**config.mk**
```make
export PLATFORM = sky130hd
export DESIGN_NAME = tpp_timer_block
export DESIGN_NICKNAME = d
export VERILOG_FILES = /design/src/rtl/tpp_pkg.sv /design/src/rtl/tpp_reload_ctr.sv /design/src/rtl/tpp_timer_block.sv
export VERILOG_INCLUDE_DIRS = /design/src /design/src/rtl
export SDC_FILE = /design/constraint.sdc
export NUM_CORES = 1
export LEC_CHECK = 0
export CORE_MARGIN = 2
export CORE_UTILIZATION = 55
export CTS_BUF_LIST = sky130_fd_sc_hd__clkbuf_8
export DETAILED_ROUTE_END_ITERATION = 8
export DONT_BUFFER_PORTS = 1
export PLACE_DENSITY = 0.71
export SYNTH_ARGS = -nofsm -noshare
export SYNTH_HDL_FRONTEND = slang
export SYNTH_SLANG_ARGS = --single-unit
```
**constraint.sdc**
```tcl
create_clock -name i_ref_clk -period 1.82 [get_ports i_ref_clk]
set_input_delay 0.091 -clock i_ref_clk [delete_from_list [all_inputs] [get_ports i_ref_clk]]
set_output_delay 0.091 -clock i_ref_clk [all_outputs]
set_load 0.05 [all_outputs]
```
**src/rtl/tpp_map.svh**
```systemverilog
/*
 * Holds the widths, reset values, select encodings and timing figures of the
 * timer, prescaler and PWM block.
 * Assumes it is included by its bare name before any file that uses it.
 */
`ifndef TPP_MAP_SVH
`define TPP_MAP_SVH

// ----------------------------------------------------------------------------
// widths
// ----------------------------------------------------------------------------
`define TPP_DATA_W 8
`define TPP_PT_W 4

// ----------------------------------------------------------------------------
// reset values
// ----------------------------------------------------------------------------
`define TPP_PS_RST 8'hFF
`define TPP_T_RST 8'hFF
`define TPP_PT_RST 4'hF
`define TPP_READ_RST 8'h00

// ----------------------------------------------------------------------------
// select encodings
// ----------------------------------------------------------------------------
`define TPP_T1_SRC_PS 1'b0
`define TPP_T1_SRC_PIN 1'b1
`define TPP_EDGE_RISE 1'b0
`define TPP_EDGE_FALL 1'b1
`define TPP_PT_SRC_PS 1'b0
`define TPP_PT_SRC_T1 1'b1

// ----------------------------------------------------------------------------
// clock figures
// ----------------------------------------------------------------------------
`define TPP_CLK_PERIOD_NS 40
`define TPP_SYNC_STAGES 3

`endif

```
**src/rtl/tpp_pkg.sv**
```systemverilog
/*
 * Holds the types of the timer, prescaler and PWM block: the transfer
 * operation codes and the packed carriers for operations and configuration.
 * Assumes nothing beyond a SystemVerilog compiler.
 */
package tpp_pkg;

    // ------------------------------------------------------------------------
    // transfer operations
    // ------------------------------------------------------------------------
    typedef enum logic [3:0] {
        TPP_OP_NONE = 4'h0,
        TPP_OP_PRESCALER_READ = 4'h1,
        TPP_OP_PRESCALER_WRITE = 4'h2,
        TPP_OP_TIMER_ONE_READ = 4'h3,
        TPP_OP_TIMER_TWO_READ = 4'h4,
        TPP_OP_TIMER_ONE_WRITE = 4'h5,
        TPP_OP_TIMER_TWO_WRITE = 4'h6,
        TPP_OP_TIMER_TWO_LOW_RELOAD_WRITE = 4'h7,
        TPP_OP_PANEL_TIMER_WRITE = 4'h8,
        TPP_OP_RELOAD_ONE_WRITE = 4'h9,
        TPP_OP_RELOAD_TWO_HIGH_WRITE = 4'hA
    } tpp_op_e;

    // one transfer request, valid for one cycle
    typedef struct packed {
        logic valid;
        tpp_op_e code;
        logic [7:0] data;
    } tpp_op_s;

    // run bits and selects held by software
    typedef struct packed {
        logic ps_run;
        logic t1_run;
        logic t2_run;
        logic pt_run;
        logic t1_src_pin;
        logic pin_fall;
        logic pt_src_t1;
        logic pwm_en;
        logic pwm_expand;
    } tpp_cfg_s;

endpackage

```
**src/rtl/tpp_reload_ctr.sv**
```systemverilog
/*
 * Holds one reloadable down counter with a direct load, a reload value taken
 * at underflow, and a registered one-cycle underflow pulse.
 * Assumes the tick is a one-cycle enable on the same clock.
 */
`timescale 1ns/100ps
`default_nettype none

module tpp_reload_ctr #(
    parameter int W = 8,
    parameter logic [W-1:0] RST = '1
) (
    input wire logic i_ref_clk,
    input wire logic i_arst_n,
    input wire logic i_run,
    input wire logic i_tick,
    input wire logic i_load,
    input wire logic [W-1:0] i_load_val,
    input wire logic [W-1:0] i_reload,
    output logic [W-1:0] o_count,
    output logic o_uf
);

    logic [W-1:0] cnt_q;
    logic uf_q;
    logic at_zero;

    assign at_zero = (cnt_q == '0);
    assign o_count = cnt_q;
    assign o_uf = uf_q;

    // count down on tick, reload at zero
    always_ff @(posedge i_ref_clk or negedge i_arst_n) begin
        if (!i_arst_n) begin
            cnt_q <= RST;
        end else if (i_load) begin
            cnt_q <= i_load_val;
        end else if (i_run && i_tick) begin
            cnt_q <= at_zero ? i_reload : cnt_q - 1'b1;
        end
    end

    // underflow pulse in the reload cycle
    always_ff @(posedge i_ref_clk or negedge i_arst_n) begin
        if (!i_arst_n) begin
            uf_q <= 1'b0;
        end else begin
            uf_q <= i_run && i_tick && at_zero && !i_load;
        end
    end
endmodule

`default_nettype wire

```
**src/rtl/tpp_timer_block.sv**
```systemverilog
/*
 * Holds the timer subsystem: prescaler, timer one with counter pin input,
 * timer two with PWM, panel timer, transfer operation decode and port C out.
 * Assumes transfer operations and configuration come from logic on the same
 * clock; the counter pin comes from outside and is synchronised here.
 */
`timescale 1ns/100ps
`default_nettype none
`include "tpp_map.svh"

module tpp_timer_block (
    input wire logic i_ref_clk,
    input wire logic i_arst_n,
    input wire tpp_pkg::tpp_op_s i_op,
    input wire tpp_pkg::tpp_cfg_s i_cfg,
    input wire logic i_port_c_latch,
    input wire logic i_counter_io_pin,
    output logic [7:0] o_read_data,
    output logic o_read_valid,
    output logic o_ps_uf,
    output logic o_t1_uf,
    output logic o_t2_uf,
    output logic o_pt_uf,
    output logic o_port_c
);

    // ------------------------------------------------------------------------
    // operation decode
    // ------------------------------------------------------------------------
    function automatic logic is_op(input tpp_pkg::tpp_op_s op, input tpp_pkg::tpp_op_e code);
        is_op = op.valid && (op.code == code);
    endfunction

    logic ps_wr, t1_wr, t2_wr, t2l_wr, pt_wr, t1_rl_wr, t2_rl_hi_wr, rd_any;
    assign ps_wr = is_op(i_op, tpp_pkg::TPP_OP_PRESCALER_WRITE);
    assign t1_wr = is_op(i_op, tpp_pkg::TPP_OP_TIMER_ONE_WRITE);
    assign t2_wr = is_op(i_op, tpp_pkg::TPP_OP_TIMER_TWO_WRITE);
    assign t2l_wr = is_op(i_op, tpp_pkg::TPP_OP_TIMER_TWO_LOW_RELOAD_WRITE);
    assign pt_wr = is_op(i_op, tpp_pkg::TPP_OP_PANEL_TIMER_WRITE);
    assign t1_rl_wr = is_op(i_op, tpp_pkg::TPP_OP_RELOAD_ONE_WRITE);
    assign t2_rl_hi_wr = is_op(i_op, tpp_pkg::TPP_OP_RELOAD_TWO_HIGH_WRITE);
    assign rd_any = is_op(i_op, tpp_pkg::TPP_OP_PRESCALER_READ) || is_op(i_op, tpp_pkg::TPP_OP_TIMER_ONE_READ)
        || is_op(i_op, tpp_pkg::TPP_OP_TIMER_TWO_READ);

    // ------------------------------------------------------------------------
    // reload registers
    // ------------------------------------------------------------------------
    logic [7:0] ps_rl_q, t1_rl_q, r2l_q, t2_rl_hi_q;
    logic [3:0] pt_rl_q;

    // reload values written by transfers
    always_ff @(posedge i_ref_clk or negedge i_arst_n) begin
        if (!i_arst_n) begin
            ps_rl_q <= `TPP_PS_RST;
            t1_rl_q <= `TPP_T_RST;
            r2l_q <= `TPP_T_RST;
            t2_rl_hi_q <= `TPP_T_RST;
            pt_rl_q <= `TPP_PT_RST;
        end else begin
            if (ps_wr) ps_rl_q <= i_op.data;
            if (t1_wr || t1_rl_wr) t1_rl_q <= i_op.data;
            if (t2_wr || t2l_wr) r2l_q <= i_op.data;
            if (t2_rl_hi_wr) t2_rl_hi_q <= i_op.data; // software keeps it nonzero
            if (pt_wr) pt_rl_q <= i_op.data[3:0];
        end
    end

    // ------------------------------------------------------------------------
    // counter pin synchroniser
    // ------------------------------------------------------------------------
    logic pin_s1_q, pin_s2_q, pin_s3_q, pin_lvl_q, pin_prev_q, pin_edge;

    // three stages, level taken once stages two and three agree
    always_ff @(posedge i_ref_clk or negedge i_arst_n) begin
        if (!i_arst_n) begin
            pin_s1_q <= 1'b0;
            pin_s2_q <= 1'b0;
            pin_s3_q <= 1'b0;
            pin_lvl_q <= 1'b0;
            pin_prev_q <= 1'b0;
        end else begin
            pin_s1_q <= i_counter_io_pin;
            pin_s2_q <= pin_s1_q;
            pin_s3_q <= pin_s2_q;
            if (pin_s2_q == pin_s3_q) pin_lvl_q <= pin_s3_q;
            pin_prev_q <= pin_lvl_q;
        end
    end

    // selected edge only
    assign pin_edge = (pin_lvl_q != pin_prev_q) && (pin_lvl_q == (i_cfg.pin_fall == `TPP_EDGE_RISE));

    // ------------------------------------------------------------------------
    // counters
    // ------------------------------------------------------------------------
    logic [7:0] ps_cnt, t1_cnt, t2_cnt, t2_reload;
    logic ps_uf, t1_uf, t2_uf, pt_uf, t1_tick, pt_tick, pwm_hi_q;

    // first tick after start comes at a source edge, so first period may be short
    assign t1_tick = (i_cfg.t1_src_pin == `TPP_T1_SRC_PIN) ? pin_edge : ps_uf;
    assign pt_tick = (i_cfg.pt_src_t1 == `TPP_PT_SRC_T1) ? t1_uf : ps_uf;
    // entering the high phase takes the high reload when expansion is on
    assign t2_reload = (i_cfg.pwm_en && i_cfg.pwm_expand && !pwm_hi_q) ? t2_rl_hi_q : r2l_q;

    tpp_reload_ctr #(.W(8), .RST(`TPP_PS_RST)) u_ps (
        .i_ref_clk(i_ref_clk), .i_arst_n(i_arst_n), .i_run(i_cfg.ps_run), .i_tick(1'b1),
        .i_load(ps_wr), .i_load_val(i_op.data), .i_reload(ps_rl_q), .o_count(ps_cnt), .o_uf(ps_uf)
    );

    tpp_reload_ctr #(.W(8), .RST(`TPP_T_RST)) u_t1 (
        .i_ref_clk(i_ref_clk), .i_arst_n(i_arst_n), .i_run(i_cfg.t1_run), .i_tick(t1_tick),
        .i_load(t1_wr), .i_load_val(i_op.data), .i_reload(t1_rl_q), .o_count(t1_cnt), .o_uf(t1_uf)
    );

    tpp_reload_ctr #(.W(8), .RST(`TPP_T_RST)) u_t2 (
        .i_ref_clk(i_ref_clk), .i_arst_n(i_arst_n), .i_run(i_cfg.t2_run), .i_tick(ps_uf),
        .i_load(t2_wr), .i_load_val(i_op.data), .i_reload(t2_reload), .o_count(t2_cnt), .o_uf(t2_uf)
    );

    tpp_reload_ctr #(.W(`TPP_PT_W), .RST(`TPP_PT_RST)) u_pt (
        .i_ref_clk(i_ref_clk), .i_arst_n(i_arst_n), .i_run(i_cfg.pt_run), .i_tick(pt_tick),
        .i_load(pt_wr), .i_load_val(i_op.data[3:0]), .i_reload(pt_rl_q), .o_count(), .o_uf(pt_uf)
    );

    assign o_ps_uf = ps_uf;
    assign o_t1_uf = t1_uf;
    assign o_t2_uf = t2_uf;
    assign o_pt_uf = pt_uf;

    // ------------------------------------------------------------------------
    // PWM phase and port C
    // ------------------------------------------------------------------------
    // phase flips on every timer two underflow while PWM is enabled; a stop in that cycle still flips cleanly
    always_ff @(posedge i_ref_clk or negedge i_arst_n) begin
        if (!i_arst_n) begin
            pwm_hi_q <= 1'b0;
        end else if (!i_cfg.pwm_en) begin
            pwm_hi_q <= 1'b0;
        end else if (t2_uf) begin
            pwm_hi_q <= !pwm_hi_q;
        end
    end

    logic port_c_q;
    // latch high always drives high; PWM only while latch is zero
    always_ff @(posedge i_ref_clk or negedge i_arst_n) begin
        if (!i_arst_n) begin
            port_c_q <= 1'b0;
        end else begin
            port_c_q <= i_port_c_latch || (i_cfg.pwm_en && pwm_hi_q);
        end
    end
    assign o_port_c = port_c_q;

    // ------------------------------------------------------------------------
    // read transfers
    // ------------------------------------------------------------------------
    logic [7:0] rd_q;
    logic rd_v_q;

    // captured count returned one cycle after the request
    always_ff @(posedge i_ref_clk or negedge i_arst_n) begin
        if (!i_arst_n) begin
            rd_q <= `TPP_READ_RST;
            rd_v_q <= 1'b0;
        end else begin
            rd_v_q <= rd_any;
            if (is_op(i_op, tpp_pkg::TPP_OP_PRESCALER_READ)) rd_q <= ps_cnt;
            else if (is_op(i_op, tpp_pkg::TPP_OP_TIMER_ONE_READ)) rd_q <= t1_cnt;
            else if (is_op(i_op, tpp_pkg::TPP_OP_TIMER_TWO_READ)) rd_q <= t2_cnt;
        end
    end
    assign o_read_data = rd_q;
    assign o_read_valid = rd_v_q;
endmodule

`default_nettype wire

```
==> impl_results.md <==
- Outcome: finished with violations
- Violated checks: hold timing, setup timing
- Comb power frac: 0.371
- Unique masters post-synth: slightly below 60
- Syn Inst Count: around 450
- Synthesis-stage register bit count: 84
- F_max: between 500 and 600 MHz
- DRC: 0
- Total power: about 8000 uW
- Setup ws final: -0.0552 ns
- Syn avg cell area: 10.2 um2
- TritonCTS Buffers: 9
- Worst r2r src: u_ps.o_count[1]
- Register area share after synthesis: 0.480
- First-pass DRT Iterations: 6
- Relative slew slack: 0.636
- FP Rows: 33
- Die Span Y: 94.9 um
- Post-layout min period: roughly 1.9 ns
- Max-slew violations: 0
- Clk pin slew, worst setup/hold paths: 0.09 ns
- Drt total wl: approximately 12000 um
- Seq pwr share: 0.460
- Synth Area in Adders: 0.0215
- Fin nets: between 500 and 600
- Critical path arrival: around 2.2 ns
- Die area: roughly 9000 um2
- R2R depth: 6
- Main combinational cell family by area after synthesis: simple AND/OR/NAND/NOR gates
- Reg-to-Reg End: u_ps.o_count[5]
- GRT Total Usage: 0.274
- Clock Root Buffer: clkbuf_8
- Setup Skew: around 0.010 ns
- Leak: between 0.002 and 0.0025 uW
- YS warnings: 0
- Core area: around 8100 um2
- Switching power: between 2000 and 3000 uW
- Post-DP HPWL: roughly 8000 um
- GPL Wtd Cong: about 0.91
- CP endpoint kind: flip-flop
- Count of flip-flops with a built-in enable after synthesis: 0
- Antenna Cells: 0
- Hold slack: -0.588 ns
- R2R Setup Slk: -0.06 ns
- # hold bufs at CTS: 15
- Async set-reset flop share out of synthesis: 1.00
- GRT overflow: 0
- P per Cell Area: between 1000 and 1500 nW/um2
- Startpoint Class: flip-flop
- Post-DR wirelength/cell: ~20 um
- Vias in the first global route: around 3600
- Dpl cell area: between 4000 and 5000 um2
- Simple-Gate Fraction of Synth Area: 0.185
- Syn nets: 478
- Fin crit share: 1.03
- Clock Tree Buf Depth: 2
- RSZ-0062 raised after global routing: true
- CTS tree: done
- CTS H-tree lvls: 3
- Setup violations, final: 2
- Fillers: ~630
- Clk sinks: 84
- Xor and xnor area share after synthesis: 0.0135
- Setup TNS: -0.0576 ns
- HP Class: primary input to async pin
- Share of cells above drive strength 1: 0.368
- Fin area: approximately 5400 um2
- Layout area overhead: 17.7%
- Worst-margin pin slew: around 0.54 ns
- Post-synthesis mux area share: 0.114
- WS Path Type: flip-flop to flip-flop
- Vias after detailed routing: around 3600
- Int Power: approximately 4900 uW
- # IOs: 40
- Crit Path Max Fanout: 4
- CP required: ~2.1 ns
- Post-route antenna net violation count: 0
- Vias per inst: between 6 and 7
- Switching fraction of total power: 0.369
- Clock Power Share: 0.170
- Max Cap Viol: 0
- Initial antenna violation count: 0
- Clk_lat worst skew: around 0.36 ns
- Peak VDD IR: a little under 0.7 mV
- Pin count of the biggest net entering global routing: 85
- Fin util: 0.658
- Hold Vio Cnt, Final: between 80 and 90
- Die width: around 95 um
- IO Port Bufs: 0
- Compound-Gate Fraction of Synth Area: 0.149
- Starting DRT DRC Count: about 280
- Initial Util: 0.559
- First-pass GRT wire length: 18600 um
- Netlist area before placement: between 4000 and 5000 um2
- Synth Flop Type: dfstp_2
routing by layer:
| metal | GRT usage | wire [um] | up-vias |
|---|---|---|---|
| li1 | - | - | 1721 |
| met1 | 0.361 | 5110 | 1761 |
| met2 | 0.437 | 5600 | 132 |
| met3 | 0.0702 | 784 | 31 |
| met4 | 0.104 | 332 | 0 |
| met5 | 0 | 0 | - |
timing repair:
item                                    CTS  global route
endpoints found under the setup margin   13            11
endpoints found under the hold margin   150            84
buffers inserted                          0             3
pin swaps                                 4             8
resized for setup                        13            14
stage by stage:
| stage | setup WS (ns) | instances |
|---|---|---|
| global placement | -0.0364 | 565 |
| CTS | -0.00950 | 596 |
| floorplan | -0.0872 | 445 |
| finish | -0.0552 | 599 |
| global route | -0.0926 | 599 |
| detailed placement | -0.0828 | 565 |
sequential cells by signal (all words and copies together) (netlist names), 4 cells and up:
register / cells
u_ps.o_count: 8
pt_rl_q: 4
r2l_q: 8
t1_rl_q: 8
u_pt.o_count: 4
o_read_data: 8
ps_rl_q: 8
u_t1.o_count: 8
t2_rl_hi_q: 8
u_t2.o_count: 8
cell type report:
type | instances | area, um2 | area share
Multi-Input combinational cell | 319 | 2310 | 0.432
Sequential cell | 84 | 2180 | 0.408
Timing Repair Buffer | 55 | 454 | 0.0849
Tap cell | 105 | 131 | 0.0245
Clock buffer | 9 | 124 | 0.0231
Inverter | 20 | 75.1 | 0.0140
Clock inverter | 7 | 70.1 | 0.0131
synthesized netlist by cell type, types with 3 or more instances:
library cell   n  area share
o211ai_1       8       0.013
o21a_1         3      0.0050
dfrtp_1       20        0.11
o21ai_0       34       0.037
nand3b_1      10       0.017
inv_1         20       0.017
a31oi_1       11       0.015
nand2_1       48       0.040
o31ai_1        7       0.012
or3_1          5      0.0069
nor2b_1        3      0.0041
ha_1           7       0.019
xor2_1         7       0.013
mux2i_1       16       0.035
a21oi_1        7      0.0077
nor3_1        13       0.014
and3_1         4      0.0055
nor3b_1        8       0.013
nor2_1        19       0.016
nand2b_1       8       0.011
dfstp_2       64        0.37
a211oi_1       4      0.0066
clkbuf_1      19       0.016
nand3_1       12       0.013
or2_2          4      0.0055
o221ai_1       9       0.017
mux2_2        32       0.079
o41ai_1        4      0.0077
critical path, cell delays in order, from the launching register on:
cell and delay, ns:
dfstp_2 0.39, inv_2 0.07, ha_4 0.13, or4b_4 0.46, or3_4 0.41, a31oi_1 0.19, a2bb2oi_1 0.16
cells by family (layout without fill, tap and decap cells):
logic type | after synthesis | after routing
DFF | 84 | 84
adders and majority gates | 8 | 8
muxes | 48 | 48
buffers and inverters | 42 | 91
xor gates and xnor gates | 7 | 7
AOI/OAI and AO/OA | 102 | 102
and+or+nand+nor | 154 | 154
power by group through the flow:
stage | logic (uW) | clock network (uW) | registers (uW)
6_report | 2890 | 1320 | 3580
5_1_grt | 3180 | 1440 | 3640
3_5_place_dp | 2590 | 0 | 3540
3_3_place_gp | 2470 | 0 | 3520
4_1_cts | 2710 | 1360 | 3530
2_1_floorplan | 1800 | 0 | 3400
layout by cell type (no fill, tap or decap), types with 10 or more instances in the layout:
master	instances
nor3_1	10
nand3_1	12
a31oi_1	11
nand3b_1	10
dfstp_2	64
mux2i_1	16
dfrtp_1	19
dlygate4sd3_1	15
mux2_2	31
inv_1	20
nand2_1	48
o21ai_0	32
nor2_1	19
buf_4	39
worst max path at each step:
stage	start	to	slack (ns)	cells after the start
global route	u_ps.o_count[1]	u_ps.o_count[5]	-0.09	6
floorplan	u_ps.o_count[2]	u_ps.o_count[1]	-0.09	6
finish	u_ps.o_count[1]	u_ps.o_count[5]	-0.06	6
CTS	u_t1.o_count[3]	u_t1.o_count[5]	-0.01	5
detailed placement	u_t1.o_count[5]	u_t1.o_count[5]	-0.08	4
global placement	u_t1.o_count[5]	u_t1.o_count[5]	-0.04	4
No activity file was read; power rests on OpenSTA's default activity.
